--- config.mk ---
export PLATFORM = sky130hd
export DESIGN_NAME = smsp_top
export DESIGN_NICKNAME = d
export VERILOG_FILES = /design/src/verilog/smsp_pkg.sv /design/src/verilog/smsp_top.sv
export SDC_FILE = /design/constraint.sdc
export NUM_CORES = 1
export LEC_CHECK = 0
export BUFFER_PORTS_ARGS = -buffer_cell sky130_fd_sc_hd__buf_2
export CORE_MARGIN = 2
export CORE_UTILIZATION = 60
export DETAILED_ROUTE_END_ITERATION = 6
export PLACE_DENSITY = 0.86
export SLEW_MARGIN = 20
export SYNTH_ARGS = -nofsm -noshare
export SYNTH_HDL_FRONTEND = slang
export SYNTH_SLANG_ARGS = --single-unit
--- constraint.sdc ---
create_clock -name clk -period 9.5 [get_ports clk]
set_input_delay 2.85 -clock clk [delete_from_list [all_inputs] [get_ports clk]]
set_output_delay 2.85 -clock clk [all_outputs]
set_load 0.02 [all_outputs]
--- src/verilog/smsp_pkg.sv ---
package smsp_pkg;

  // byte geometry and control register layout
  localparam int unsigned DATA_W        = 8;
  localparam int unsigned RX_FIFO_DEPTH = 8;
  localparam int unsigned B_DONE        = 7;
  localparam int unsigned B_WRITE_COLLISION_FLAG        = 6;
  localparam int unsigned B_EN          = 5;
  localparam int unsigned B_MSTR        = 4;
  localparam int unsigned B_CPOL        = 3;
  localparam int unsigned B_CPHA        = 2;
  localparam int unsigned B_RATE_HI     = 1;
  localparam int unsigned B_RATE_LO     = 0;

  // special-function addresses and reset values
  localparam logic [7:0] ADDR_DATA  = 8'hF7;
  localparam logic [7:0] ADDR_CTRL  = 8'hF8;
  localparam logic [7:0] CTRL_RESET = 8'h04;
  localparam logic [7:0] DATA_RESET = 8'h00;
  localparam logic [7:0] READ_NONE  = 8'h00;

  // bit and edge counters of one byte
  typedef logic [3:0] smsp_cnt_t;
  localparam smsp_cnt_t EDGE_FIRST = 4'h0;
  localparam smsp_cnt_t EDGE_LAST  = 4'hF;
  localparam smsp_cnt_t BITS_NONE  = 4'h0;
  localparam smsp_cnt_t BITS_LAST  = 4'h7;
  localparam smsp_cnt_t BITS_BYTE  = 4'h8;
  localparam smsp_cnt_t CNT_ONE    = 4'h1;

  // serial clock half periods in core clocks for fosc/2, /4, /8, /16
  typedef logic [3:0] smsp_half_t;
  localparam smsp_half_t HALF_DIV2  = 4'h1;
  localparam smsp_half_t HALF_DIV4  = 4'h2;
  localparam smsp_half_t HALF_DIV8  = 4'h4;
  localparam smsp_half_t HALF_DIV16 = 4'h8;
  localparam smsp_half_t HALF_ONE   = 4'h1;
  localparam smsp_half_t HALF_ZERO  = 4'h0;

  function automatic smsp_half_t smsp_half_period(input logic [1:0] code);
    smsp_half_t h;
    unique case (code)
      2'h0: h = HALF_DIV2;
      2'h1: h = HALF_DIV4;
      2'h2: h = HALF_DIV8;
      2'h3: h = HALF_DIV16;
    endcase
    return h;
  endfunction

endpackage

--- src/verilog/smsp_top.sv ---
// Functional notes
// - done flag sets at byte end; cleared by writing zero or reading data
// - writing data during a transfer sets collision flag; only software clears it
// - enable bit gives pins to this port, otherwise to two-wire interface
// - master bit makes clock pin an output, otherwise an input
// - polarity bit sets serial clock idle level
// - phase one launches on leading edge, phase zero on trailing edge
// - master clock is core clock over 2, 4, 8 or 16 by rate field
// - in slave mode low rate bit reads the select pin level
// - data write gives byte to send, data read gives oldest unread received byte
// - master data write starts one burst of eight clock periods
// - master ignores its select pin; external selects come from port pins
// - master shifts out on MOSI and samples MISO each period
// - after eighth master clock received byte is loaded and flag set
// - slave sends on MISO and captures MOSI each incoming period
// - slave byte ends after eighth clock (phase one) or select rise (phase zero)
// - eight bits per transfer, most significant first, on both lines
// - data launched on one clock edge and sampled on the other
`timescale 1ns/1ps

// received bytes queue here until software has taken the previous one
module smsp_fifo #(
  parameter int unsigned W     = 8,
  parameter int unsigned DEPTH = 8
) (
  input  logic         clk,
  input  logic         reset,
  input  logic         in_valid,
  output logic         in_ready,
  input  logic [W-1:0] in_data,
  output logic         out_valid,
  input  logic         out_ready,
  output logic [W-1:0] out_data
);
  localparam int unsigned AW = (DEPTH > 1) ? $clog2(DEPTH) : 1;

  typedef struct packed {
    logic [DEPTH-1:0][W-1:0] mem;
    logic [AW-1:0]           wp;
    logic [AW-1:0]           rp;
    logic [AW:0]             cnt;
  } smsp_fifo_s;

  smsp_fifo_s q;
  smsp_fifo_s d;
  logic       push;
  logic       pop;

  // pointer wrap relies on DEPTH being a power of two
  assign in_ready  = (q.cnt != (AW+1)'(DEPTH));
  assign out_valid = (q.cnt != '0);
  assign out_data  = q.mem[q.rp];
  assign push      = in_valid && in_ready;
  assign pop       = out_valid && out_ready;

  always_comb begin
    d = q;
    if (push) begin
      d.mem[q.wp] = in_data;
      d.wp        = q.wp + AW'(1);
    end
    if (pop) begin
      d.rp = q.rp + AW'(1);
    end
    d.cnt = q.cnt + (AW+1)'(push) - (AW+1)'(pop);
  end

  always_ff @(posedge clk or posedge reset) begin
    if (reset) begin
      q <= '0;
    end else begin
      q <= d;
    end
  end
endmodule

module smsp_top #(
  parameter int unsigned RX_DEPTH = smsp_pkg::RX_FIFO_DEPTH
) (
  input  logic                      clk,
  input  logic                      reset,
  input  logic [7:0]                sfr_addr,
  input  logic                      sfr_wr,
  input  logic                      sfr_rd,
  input  logic [smsp_pkg::DATA_W-1:0] sfr_wdata,
  output logic [smsp_pkg::DATA_W-1:0] sfr_rdata,
  input  logic                      sclk_i,
  output logic                      sclk_o,
  output logic                      sclk_oe,
  input  logic                      mosi_i,
  output logic                      mosi_o,
  output logic                      mosi_oe,
  input  logic                      miso_i,
  output logic                      miso_o,
  output logic                      miso_oe,
  input  logic                      ss_n_i,
  output logic                      twi_pins_sel
);
  import smsp_pkg::*;

  typedef enum logic {M_IDLE, M_RUN} smsp_mstate_e;

  typedef struct packed {
    logic [DATA_W-1:0] ctrl;
    logic [DATA_W-1:0] rx_data;
    logic [DATA_W-1:0] tx_sh;
    logic [DATA_W-1:0] rx_sh;
    logic [DATA_W-1:0] rdata;
    smsp_mstate_e      mstate;
    smsp_half_t        div_cnt;
    smsp_cnt_t         edge_cnt;
    smsp_cnt_t         sbits;
    logic              sclk_q;
    logic              sclk_prev;
    logic              ss_prev;
    logic              push_q;
  } smsp_state_s;

  smsp_state_s       q;
  smsp_state_s       d;
  logic              en;
  logic              cpol;
  logic              cpha;
  logic              mstr_on;
  logic              slave_on;
  logic              busy;
  logic              tick;
  logic              m_lead;
  logic              s_edge;
  logic              s_lead;
  logic              s_sample;
  logic              ss_rose;
  logic              wr_data;
  logic              rd_data;
  logic              f_in_ready;
  logic              f_out_valid;
  logic              f_out_ready;
  logic              fifo_take;
  logic [DATA_W-1:0] f_out_data;
  smsp_half_t        half;

  // mode decode from the control register
  assign en       = q.ctrl[B_EN];
  assign cpol     = q.ctrl[B_CPOL];
  assign cpha     = q.ctrl[B_CPHA];
  assign mstr_on  = en && q.ctrl[B_MSTR];
  assign slave_on = en && !q.ctrl[B_MSTR] && !ss_n_i;   // select only counts as slave
  assign wr_data  = sfr_wr && (sfr_addr == ADDR_DATA);
  assign rd_data  = sfr_rd && (sfr_addr == ADDR_DATA);
  assign busy     = (mstr_on && (q.mstate == M_RUN)) || (slave_on && (q.sbits != BITS_NONE));
  assign half     = smsp_half_period(q.ctrl[B_RATE_HI:B_RATE_LO]);
  assign tick     = (q.div_cnt == half - HALF_ONE);
  assign m_lead   = !q.edge_cnt[0];                     // even edges are leading
  // slave edges seen on the incoming clock, pins taken as synchronous
  assign s_edge   = slave_on && (sclk_i != q.sclk_prev);
  assign s_lead   = s_edge && (q.sclk_prev == cpol);
  assign s_sample = s_edge && (s_lead ^ cpha);
  assign ss_rose  = !q.ss_prev && ss_n_i;

  // pin drivers; the enables hand the pins back when the port is off
  assign sclk_o       = q.sclk_q;
  assign sclk_oe      = mstr_on;
  assign mosi_o       = q.tx_sh[DATA_W-1];
  assign mosi_oe      = mstr_on;
  assign miso_o       = q.tx_sh[DATA_W-1];
  assign miso_oe      = slave_on;
  assign twi_pins_sel = !en;
  assign sfr_rdata    = q.rdata;

  // next byte moves to the data register only once the flag is clear
  assign f_out_ready = !q.ctrl[B_DONE];
  assign fifo_take   = f_out_valid && f_out_ready;

  smsp_fifo #(
    .W     (DATA_W),
    .DEPTH (RX_DEPTH)
  ) u_rx_fifo (
    .clk       (clk),
    .reset     (reset),
    .in_valid  (q.push_q),
    .in_ready  (f_in_ready),
    .in_data   (q.rx_sh),
    .out_valid (f_out_valid),
    .out_ready (f_out_ready),
    .out_data  (f_out_data)
  );

  // whole next state; later assignments win, so hardware sets beat clears
  always_comb begin
    d           = q;
    d.push_q    = 1'b0;
    d.sclk_prev = sclk_i;
    d.ss_prev   = ss_n_i;
    // registered read answer
    if (sfr_rd) begin
      if (sfr_addr == ADDR_DATA) begin
        d.rdata = q.rx_data;
      end else if (sfr_addr == ADDR_CTRL) begin
        d.rdata = q.ctrl;
        if (en && !q.ctrl[B_MSTR]) begin
          d.rdata[B_RATE_LO] = ss_n_i;
        end
      end else begin
        d.rdata = READ_NONE;
      end
    end
    if (rd_data) begin
      d.ctrl[B_DONE] = 1'b0;
    end
    if (sfr_wr && (sfr_addr == ADDR_CTRL)) begin
      d.ctrl = sfr_wdata;
    end
    // master engine: one toggle per half period, sixteen edges a byte
    if (!mstr_on) begin
      d.mstate = M_IDLE;
    end
    if (!mstr_on || (q.mstate == M_IDLE)) begin
      d.sclk_q  = cpol;
      d.div_cnt = HALF_ZERO;
    end else if (tick) begin
      d.div_cnt  = HALF_ZERO;
      d.sclk_q   = !q.sclk_q;
      d.edge_cnt = q.edge_cnt + CNT_ONE;
      if (m_lead ^ cpha) begin
        d.rx_sh = {q.rx_sh[DATA_W-2:0], miso_i};
      end else if (!(cpha && (q.edge_cnt == EDGE_FIRST))) begin
        d.tx_sh = {q.tx_sh[DATA_W-2:0], 1'b0};
      end
      if (q.edge_cnt == EDGE_LAST) begin
        d.mstate = M_IDLE;
        d.push_q = 1'b1;
      end
    end else begin
      d.div_cnt = q.div_cnt + HALF_ONE;
    end
    // slave engine follows the incoming clock while selected
    if (!slave_on) begin
      d.sbits = BITS_NONE;
    end else if (s_sample) begin
      d.rx_sh = {q.rx_sh[DATA_W-2:0], mosi_i};
      d.sbits = q.sbits + CNT_ONE;
      if (cpha && (q.sbits == BITS_LAST)) begin
        d.sbits  = BITS_NONE;
        d.push_q = 1'b1;
      end
    end else if (s_edge && !(cpha && (q.sbits == BITS_NONE))) begin
      d.tx_sh = {q.tx_sh[DATA_W-2:0], 1'b0};
    end
    // phase zero byte closes on select rising
    if (en && !q.ctrl[B_MSTR] && !cpha && ss_rose && (q.sbits == BITS_BYTE)) begin
      d.push_q = 1'b1;
    end
    // a full receive queue refuses a master start like a busy port
    if (wr_data) begin
      if (busy || (mstr_on && !f_in_ready)) begin
        d.ctrl[B_WRITE_COLLISION_FLAG] = 1'b1;
      end else begin
        d.tx_sh = sfr_wdata;
        if (mstr_on) begin
          d.mstate   = M_RUN;
          d.div_cnt  = HALF_ZERO;
          d.edge_cnt = EDGE_FIRST;
          d.sclk_q   = cpol;
        end
      end
    end
    if (fifo_take) begin
      d.rx_data      = f_out_data;
      d.ctrl[B_DONE] = 1'b1;
    end
  end

  always_ff @(posedge clk or posedge reset) begin
    if (reset) begin
      q         <= '0;
      q.ctrl    <= CTRL_RESET;
      q.rx_data <= DATA_RESET;
      q.mstate  <= M_IDLE;
      q.sclk_q  <= CTRL_RESET[B_CPOL];
      q.ss_prev <= 1'b1;
    end else begin
      q <= d;
    end
  end
endmodule

==> results.txt, run 1 <==
* Highest-count cells in the layout ignoring fill and taps: sky130_fd_sc_hd__dfrtp_1, sky130_fd_sc_hd__mux2_2, sky130_fd_sc_hd__buf_2, sky130_fd_sc_hd__nor2_1
* Resized Gates After CTS: 0
- For this run, the total global-route usage over all layers was measured as 0.2523.
* Area of the core: 10,230 um2
- Counting the buffers created by CTS gives 17.
- The filler cells instantiated in the layout total 654.
* Depth of the worst register-to-register path: 6
- The initial utilization of the core area, before any placement, comes to 0.6129.
- Counting every net in the synthesized netlist gives 536.
- DRC: 0
- Fraction of layout instances using a drive strength above 1: 0.3271
- Across all setup checks in the final design, the least slack found is 3.062 ns.
- In this run the static leakage power is 3.301 nW.
- Remaining global-route overflow: 0
- Subtracting the final worst setup slack from the clock period gives 6.438 ns.
* Mean post-synth cell area: 12.59 um2
- The via count of the first global-routing pass is 4,261.
* Total number of H-tree levels: 4
- Routed wirelength normalized by instance count: 19.60 um
* Antenna diode count: 0
- The number of hold buffers added after CTS was 0.
- OpenSTA, run right after detailed placement, puts the worst setup slack at 3.061 ns.
* Critical path required time: 6.65 ns
* Largest net degree at the start of global routing: 91
- Arrival time worst endpoint: 3.59 ns
- Dividing the final minimum period by the clock period gives 0.6777.
- Number of max-slew violations in the final report: 0
- Die Y-Extent: 106.2 um
- The pre-antenna-repair detailed-routing pass consisted of 4 iterations.
* Basic-gate share of the synthesized area counting and, or, nand and nor cells: 0.08939
- The critical path crosses 4 cells after its start point.
- Clock transition at the registers of the reported paths: 0.06 ns
- Dpl hpwl: 8038 um
- For this block, the initial DRC count from the detailed router was 335.
* Multiplexer area fraction after synthesis: 0.2061
* IO buf count: 38
- Cell Chain, Critical Path: buf_2 > or3_4 > clkinv_4 > buf_2
- Setup repair after global routing missed its margin: false
* Via count: 4,021
* Critical path's top delay family: buffers and inverters
* Count of flip-flops with a built-in enable after synthesis: 0
- Die width: 106.2 um
- For the pin with the worst max-slew slack, the measured transition is 0.9442 ns.
* Count of synthesis-stage warnings from yosys: 0
- Synthesis produced 498 cells.
- By instance count, the cell type seen most on the critical path is sky130_fd_sc_hd__buf_2.
* Run status: finished clean
- Using the TritonRoute via totals, the vias-per-cell ratio works out to 5.993.
* Number of endpoints failing setup at the final stage: 0
- CTS root buf: sky130_fd_sc_hd__clkbuf_8
- Area added between synthesis and finish: 12.85%
* Count of maximum capacitance violations: 0
* Antenna-violating nets left: 0
* Share of synthesized cell area in full adder, half adder and majority cells: 0.02913
- Across the VDD grid, the largest voltage drop is 0.1512 mV.
- In the final design database the tool counted 561 nets.
* Type of the setup path with the least slack: in2out
- The critical path contains buffers and inverters numbering 3 combined.
* Critical Path Sink Type: primary output
* Later-pin clock latency in the skew report: 0.53 ns
- Slowest-stage cell, CP: sky130_fd_sc_hd__or3_4
- Sequential area share after synthesis: 0.5231
- Initial antenna violation count: 0
- Clk sink count: 131
- The first global-routing pass estimated 21,360 um of wire.
* Clock Tree Buf Depth: 2
* Postcts setup bufs: 0
- STA classifies the critical path startpoint as an input port.
- The mapped netlist covers 6271 um2.
- Area share of xor/xnor cells in the synthesized design: 0.02314
- I/O pin count: 39
* Worst max-slew margin expressed relative to the limit: 0.3682
* Crit Path Max Fanout: 7
- Power density of the placed cells: 224.5 nW/um2
* Flip-flop cell with the highest count after synthesis: sky130_fd_sc_hd__dfrtp_1
- Flip-flop and latch count after synthesis: 131
- Based on the critical path, the design can be clocked at up to 155.3 MHz.
- The min-delay analysis places its worst path in the category reg2reg.
* GPL Wtd Cong: 0.8415
- Critical Path Max Stage Delay: 0.36 ns
- Number of cells on the worst hold path: 1
- The compound-gate portion of the synthesized area was 0.08300.
- Unique cell type count in the Yosys netlist: 65
- After detailed routing, the total wire length is 13,150 um.
* TritonCTS clock tree: built
- Number of standard-cell rows in the floorplan: 37
- The die covers 11,290 um2.
* Final setup skew: 0.006718 ns
- Leaving out fill and tap cells, the most frequent cell in the layout is sky130_fd_sc_hd__dfrtp_1.
- Largest family of logic cells by synthesized area: multiplexers
- Summed over all failing endpoints, the final setup total negative slack is 0 ns.
- Final Hold Violating Endpoints: 0
- Of all flip-flops after synthesis, the portion carrying an async set or reset was 1.000.
[final timing paths]
path | start | end | slack (ns)
worst max-delay path | ss_n_i | miso_oe | 3.06
worst min-delay path | u_rx_fifo.q[36]$_DFFE_PP0P_ | u_rx_fifo.q[36]$_DFFE_PP0P_ | 0.50
worst max register to register | u_rx_fifo.q[2]$_DFF_PP0_ | u_rx_fifo.q[58]$_DFFE_PP0P_ | 6.70
worst min register to register | u_rx_fifo.q[36]$_DFFE_PP0P_ | u_rx_fifo.q[36]$_DFFE_PP0P_ | 0.50
max in group asynchronous | reset | u_rx_fifo.q[4]$_DFFE_PP0P_ | 5.98
min in group asynchronous | reset | en$_DFFE_PP0P_ | 2.36
[through the flow]
stage                     instances  cell area (um2)   power, W    util  hold WS, ns
after CTS                       671             7072   0.001595  0.6912       0.5047
after global placement          640             6470  0.0009081  0.6324       0.4817
after global routing            671             7077   0.001661  0.6917       0.5117
final                           671             7077   0.001589  0.6917       0.5022
after detailed placement        640             6470  0.0009251  0.6324       0.4913
after floorplan                 498             6271  0.0008655       -       0.4624
[metal layers]
metal / wire length (um) / GRT usage
met1: 5460 / 0.3058
met3: 687 / 0.06622
met2: 6586 / 0.4176
met4: 416 / 0.1288
met5: 0 / 0
[synth_stat cells, types with 2 or more instances]
library cell | instances | area (um2)
sky130_fd_sc_hd__a2111oi_4 | 2 | 55.05
sky130_fd_sc_hd__a21oi_1 | 18 | 90.09
sky130_fd_sc_hd__a22oi_1 | 7 | 52.55
sky130_fd_sc_hd__a31oi_1 | 8 | 50.05
sky130_fd_sc_hd__and3_1 | 3 | 18.77
sky130_fd_sc_hd__buf_1 | 8 | 30.03
sky130_fd_sc_hd__buf_2 | 5 | 25.02
sky130_fd_sc_hd__buf_4 | 10 | 75.07
sky130_fd_sc_hd__clkbuf_1 | 10 | 37.54
sky130_fd_sc_hd__dfrtp_1 | 129 | 3228
sky130_fd_sc_hd__dfstp_2 | 2 | 52.55
sky130_fd_sc_hd__ha_1 | 13 | 162.7
sky130_fd_sc_hd__inv_1 | 25 | 93.84
sky130_fd_sc_hd__mux2_1 | 6 | 67.56
sky130_fd_sc_hd__mux2_2 | 67 | 754.5
sky130_fd_sc_hd__mux2i_1 | 11 | 110.1
sky130_fd_sc_hd__mux4_2 | 16 | 360.4
sky130_fd_sc_hd__nand2_1 | 24 | 90.09
sky130_fd_sc_hd__nand2b_1 | 3 | 18.77
sky130_fd_sc_hd__nand3_1 | 10 | 50.05
sky130_fd_sc_hd__nand3b_1 | 9 | 67.56
sky130_fd_sc_hd__nand4_1 | 2 | 12.51
sky130_fd_sc_hd__nand4b_1 | 2 | 17.52
sky130_fd_sc_hd__nor2_1 | 32 | 120.1
sky130_fd_sc_hd__nor2b_1 | 3 | 18.77
sky130_fd_sc_hd__nor3b_2 | 2 | 25.02
sky130_fd_sc_hd__o21ai_0 | 15 | 75.07
sky130_fd_sc_hd__o21ai_1 | 7 | 35.03
sky130_fd_sc_hd__xnor2_1 | 8 | 70.07
sky130_fd_sc_hd__xor2_1 | 6 | 52.55
[cell families (layout without fill, tap and decap cells)]
logic type,count (synthesis),count (layout)
compound gates,72,72
xor+xnor,15,15
buf+inv,62,99
simple gates,104,104
fa+ha+maj,14,14
flops,131,131
mux,100,100
[sequential cells by signal, indices dropped and copies added, names as in the netlist]
name / flops
sclk_o: 1
en: 1
sfr_rdata: 8
u_rx_fifo.q: 74
cpha: 1
cpol: 1
miso_o: 1
q: 44
[final cells by class]
type | count | area [um2] | share of cell area
tap | 136 | 170.2 | 0.02405
multi-input combinational | 305 | 2701 | 0.3817
clock inverter | 8 | 125.1 | 0.01768
clock buffer | 23 | 476.7 | 0.06736
timing repair buffer | 40 | 209.0 | 0.02953
inverter | 28 | 112.6 | 0.01591
sequential | 131 | 3282 | 0.4638
[power by group]
group          leakage, nW  switching, W  internal, W
Combinational         1.28     0.0000954     0.000102
Sequential            1.74      0.000110     0.000616
Clock                0.282      0.000239     0.000426
Total                 3.30      0.000445      0.00114
Power figures use the tool's default switching activity.
==> run 2, diff against run 1 <==
- ABC_AREA: not set -> 1
- clock period: 9.5 -> 6.2 ns (I/O delays scaled with it)
==> results.txt, run 2 <==
* Total Negative Setup Slacks: 0 ns
- Violated checks: design-rule violations
* Global-route wire length before repair: 23,860 um
- Worst hold slack: 0.4892 ns
* Synthesized instance count: 721
* Total number of H-tree levels: 4
* Number of violations reported at the end of detailed-routing iteration 0: 593
- Highest-count cells in the layout ignoring fill and taps: sky130_fd_sc_hd__nand2_1, sky130_fd_sc_hd__dfrtp_1, sky130_fd_sc_hd__o21ai_1, sky130_fd_sc_hd__nor2_1, sky130_fd_sc_hd__inv_1
- The count of buffers added on input and output ports is 38.
- Detail-routed via count per cell: 5.914
- The synthesized design contains 0 enable-type register cells.
- Dpl hpwl: 9088 um
* Antenna diode count: 0
* Mean post-synth cell area: 8.901 um2
- Antenna-violating nets left: 0
* Critical path required time: 4.34 ns
* Largest net degree at the start of global routing: 69
- Of the total synthesized cell area, the portion taken by AND, OR, NAND and NOR gates is 0.2195.
- The share of synthesized area in the top cell type comes to 0.5030.
* Setup repair after global routing missed its margin: false
- Die width: 107.4 um
- Once layout is complete, the utilization of the core stands at 0.6910.
- Setup violations remaining at the end of the flow were counted as 0.
- Counting flops per register, the top entry is u_rx_fifo.q.
* Vias in the first global route: 5,081
- Overall track demand over capacity in global routing: 0.2688
- Measured along the y axis, the die boundary spans 107.4 um.
- The worst setup path is captured at a primary output.
- Worst path bufs/invs: 2
- Run status: finished with violations
- I/O pin count: 39
- Arrival time worst endpoint: 2.39 ns
* Number of standard-cell rows in the floorplan: 37
- Hold Buf Count CTS: 0
- The worst pin sits at a relative slew slack of 0.3588.
- The cell area that synthesis handed to floorplanning was 6417 um2.
* TritonCTS clock tree: built
- The cell sitting at the root of the clock tree is a sky130_fd_sc_hd__clkbuf_8.
- DIE AREA: 11,540 um2
* Worst setup path startpoint: ss_n_i
* Final Hold Violating Endpoints: 0
* Measured slew at the worst slew-check pin: 0.9608 ns
- Of the synthesized area, sequential elements account for 0.5112.
- Initial core utilization: 0.6188
* Hold path startpoint: u_rx_fifo.q[26]$_DFFE_PP0P_
* Area share of xor/xnor cells in the synthesized design: 0.01365
- Counting flops with an async set or reset pin after synthesis yields a share of 1.000.
- The number of nets handed over by synthesis was 759.
* Leading cell type by number of instances after synthesis: sky130_fd_sc_hd__nand2_1
- After global routing the overflow that remains totals 0.
- Area added between synthesis and finish: 11.66%
- Count of TritonRoute iterations in the first routing pass: 7
- The portion of synthesized area spent on multiplexers is 0.
- Cell Chain, Critical Path: buf_2 > nor2_4 > buf_2
- Launch instance of the worst register-to-register path: u_rx_fifo.q[4]$_DFFE_PP0P_
- The largest individual stage delay along the critical path comes from the cell sky130_fd_sc_hd__buf_2.
* Final critical path time including I/O delays and setup: 4.251 ns
* Crit share post-route: 0.6857
* Fraction of layout instances using a drive strength above 1: 0.1629
* Leading cell type in the layout, fill and taps excluded: sky130_fd_sc_hd__nand2_1
* Power density of the placed cells: 360.3 nW/um2
- DRC: 1
- Count of maximum capacitance violations: 0
- The compound-gate portion of the synthesized area came to 0.1497.
- Critical Path Max Stage Delay: 0.21 ns
- Postcts setup bufs: 0
- Flip-flop cell with the highest count after synthesis: sky130_fd_sc_hd__dfrtp_1
- Of the total synthesized cell area, the portion taken by full adders, half adders and majority gates is 0.02847.
* Clock transition at the registers of the reported paths: 0.06 ns
- GPL Wtd Cong: 0.8619
- By area the synthesized netlist is led by sky130_fd_sc_hd__dfrtp_1, sky130_fd_sc_hd__nand2_1, sky130_fd_sc_hd__o21ai_1.
* Sum of internal, switching and leakage power: 0.002582 W
- Crit Path Max Fanout: 7
* Worst min-delay path class: reg2reg
- Among cell families on the critical path, the largest total delay comes from buffers and inverters.
* Flip-flop and latch count after synthesis: 131
- The final-report max-slew violation count came to 0.
- Highest attainable clock frequency: 235.2 MHz
* Routed wirelength normalized by instance count: 16.29 um
* Most repeated library cell on the critical path: sky130_fd_sc_hd__buf_2
- At the end of the flow, the number of nets in the layout was 786.
- Cell type with the highest aggregate area in the netlist: sky130_fd_sc_hd__dfrtp_1
- Later-pin clock latency in the skew report: 0.54 ns
* Synth top cells by count: sky130_fd_sc_hd__nand2_1, sky130_fd_sc_hd__dfrtp_1, sky130_fd_sc_hd__o21ai_1
* Max FFs per register: 74
- Synthesis instantiated 37 different standard cells from the library.
- Via count: 5,305
* Resized Gates After CTS: 0
- Largest family of logic cells by synthesized area: simple AND/OR/NAND/NOR gates
- Type of the setup path with the least slack: in2out
- The worst setup path is launched from an input port.
- Clk sink count: 131
* Total detailed-routing wirelength: 14,610 um
- The initial antenna violation count was 0.
- Cell leakage power: 3.349 nW
- Maximum vdd drop: 0.1923 mV
- Clock Tree Buf Depth: 2
- Inserted Clock Buffers: 17
- For this run, the number of Yosys warnings is 0.
* Final setup skew: 0.007490 ns
- The region available for standard cell placement spans 10,370 um2.
## run 2: cell count changes after synthesis, moves of 9 or more
cell | before | now
sky130_fd_sc_hd__a21oi_1 | 18 | 3
sky130_fd_sc_hd__inv_1 | 25 | 59
sky130_fd_sc_hd__inv_2 | 1 | 13
sky130_fd_sc_hd__mux2_2 | 67 | 0
sky130_fd_sc_hd__mux2i_1 | 11 | 0
sky130_fd_sc_hd__mux4_2 | 16 | 0
sky130_fd_sc_hd__nand2_1 | 24 | 156
sky130_fd_sc_hd__nand3_1 | 10 | 31
sky130_fd_sc_hd__nor2_1 | 32 | 60
sky130_fd_sc_hd__o211ai_1 | 0 | 26
sky130_fd_sc_hd__o21ai_0 | 15 | 56
sky130_fd_sc_hd__o21ai_1 | 7 | 73
sky130_fd_sc_hd__o22ai_1 | 0 | 9
## run 2: routing by layer
layer / up-vias / global-route usage / part of all wire
met4: 0 / 0.1245 / 0.028
li1: 2441 / - / -
met2: 233 / 0.4458 / 0.49
met3: 42 / 0.07385 / 0.073
met5: - / 0 / 0
met1: 2589 / 0.3276 / 0.41
## run 2: worst reg2reg max path: stages (launching register included)
cell	delay, ns
sky130_fd_sc_hd__dfrtp_1	0.33
sky130_fd_sc_hd__buf_4	0.34
sky130_fd_sc_hd__inv_1	0.53
sky130_fd_sc_hd__o21ai_0	0.32
sky130_fd_sc_hd__o22ai_1	0.10
sky130_fd_sc_hd__o211ai_1	0.33
sky130_fd_sc_hd__o21ai_0	0.17
## run 2: logic make-up (layout without fill, tap and decap cells)
group	Yosys count	after routing
buffers and inverters	107	147
XOR/XNOR	10	10
adder cells (fa/ha/maj)	14	14
flip-flops	131	131
AND/OR/NAND/NOR	287	287
AO/OA/AOI/OAI	172	172
## run 2: worst paths after layout
path | slack [ns] | to | depth (start not counted)
max | 1.95 | miso_oe | 3
min | 0.49 | u_rx_fifo.q[26]$_DFFE_PP0P_ | 2
max reg2reg | 3.92 | q[45]$_DFFE_PP0P_ | 6
min reg2reg | 0.49 | u_rx_fifo.q[26]$_DFFE_PP0P_ | 2
max in group asynchronous | 3.40 | u_rx_fifo.q[39]$_DFFE_PP0P_ | 3
min in group asynchronous | 1.48 | u_rx_fifo.q[8]$_DFFE_PP0P_ | 2
## run 2: final cells by class
| type | instances | area (um2) |
|---|---|---|
| Fill cell | 696 | 3204 |
| Tap cell | 136 | 170.2 |
| Clock buffer | 18 | 427.9 |
| Clock inverter | 14 | 153.9 |
| Inverter | 74 | 280.3 |
| Multi-Input combinational cell | 483 | 2640 |
| Sequential cell | 131 | 3281 |
| Timing Repair Buffer | 41 | 212.7 |
## run 2: stage by stage
| stage | setup WS, ns | cells | area (um2) |
|---|---|---|---|
| after floorplan | 0.8456 | 721 | 6417 |
| after global placement | 1.972 | 865 | 6584 |
| after detailed placement | 1.955 | 865 | 6584 |
| after CTS | 1.950 | 897 | 7166 |
| after global routing | 1.910 | 897 | 7166 |
| final | 1.949 | 897 | 7166 |
## run 2: power breakdown
group          internal, W  switching [W]  leakage [nW]
Sequential        0.000941      0.0000733          1.72
Combinational     0.000191       0.000395          1.35
Clock             0.000587       0.000394         0.279
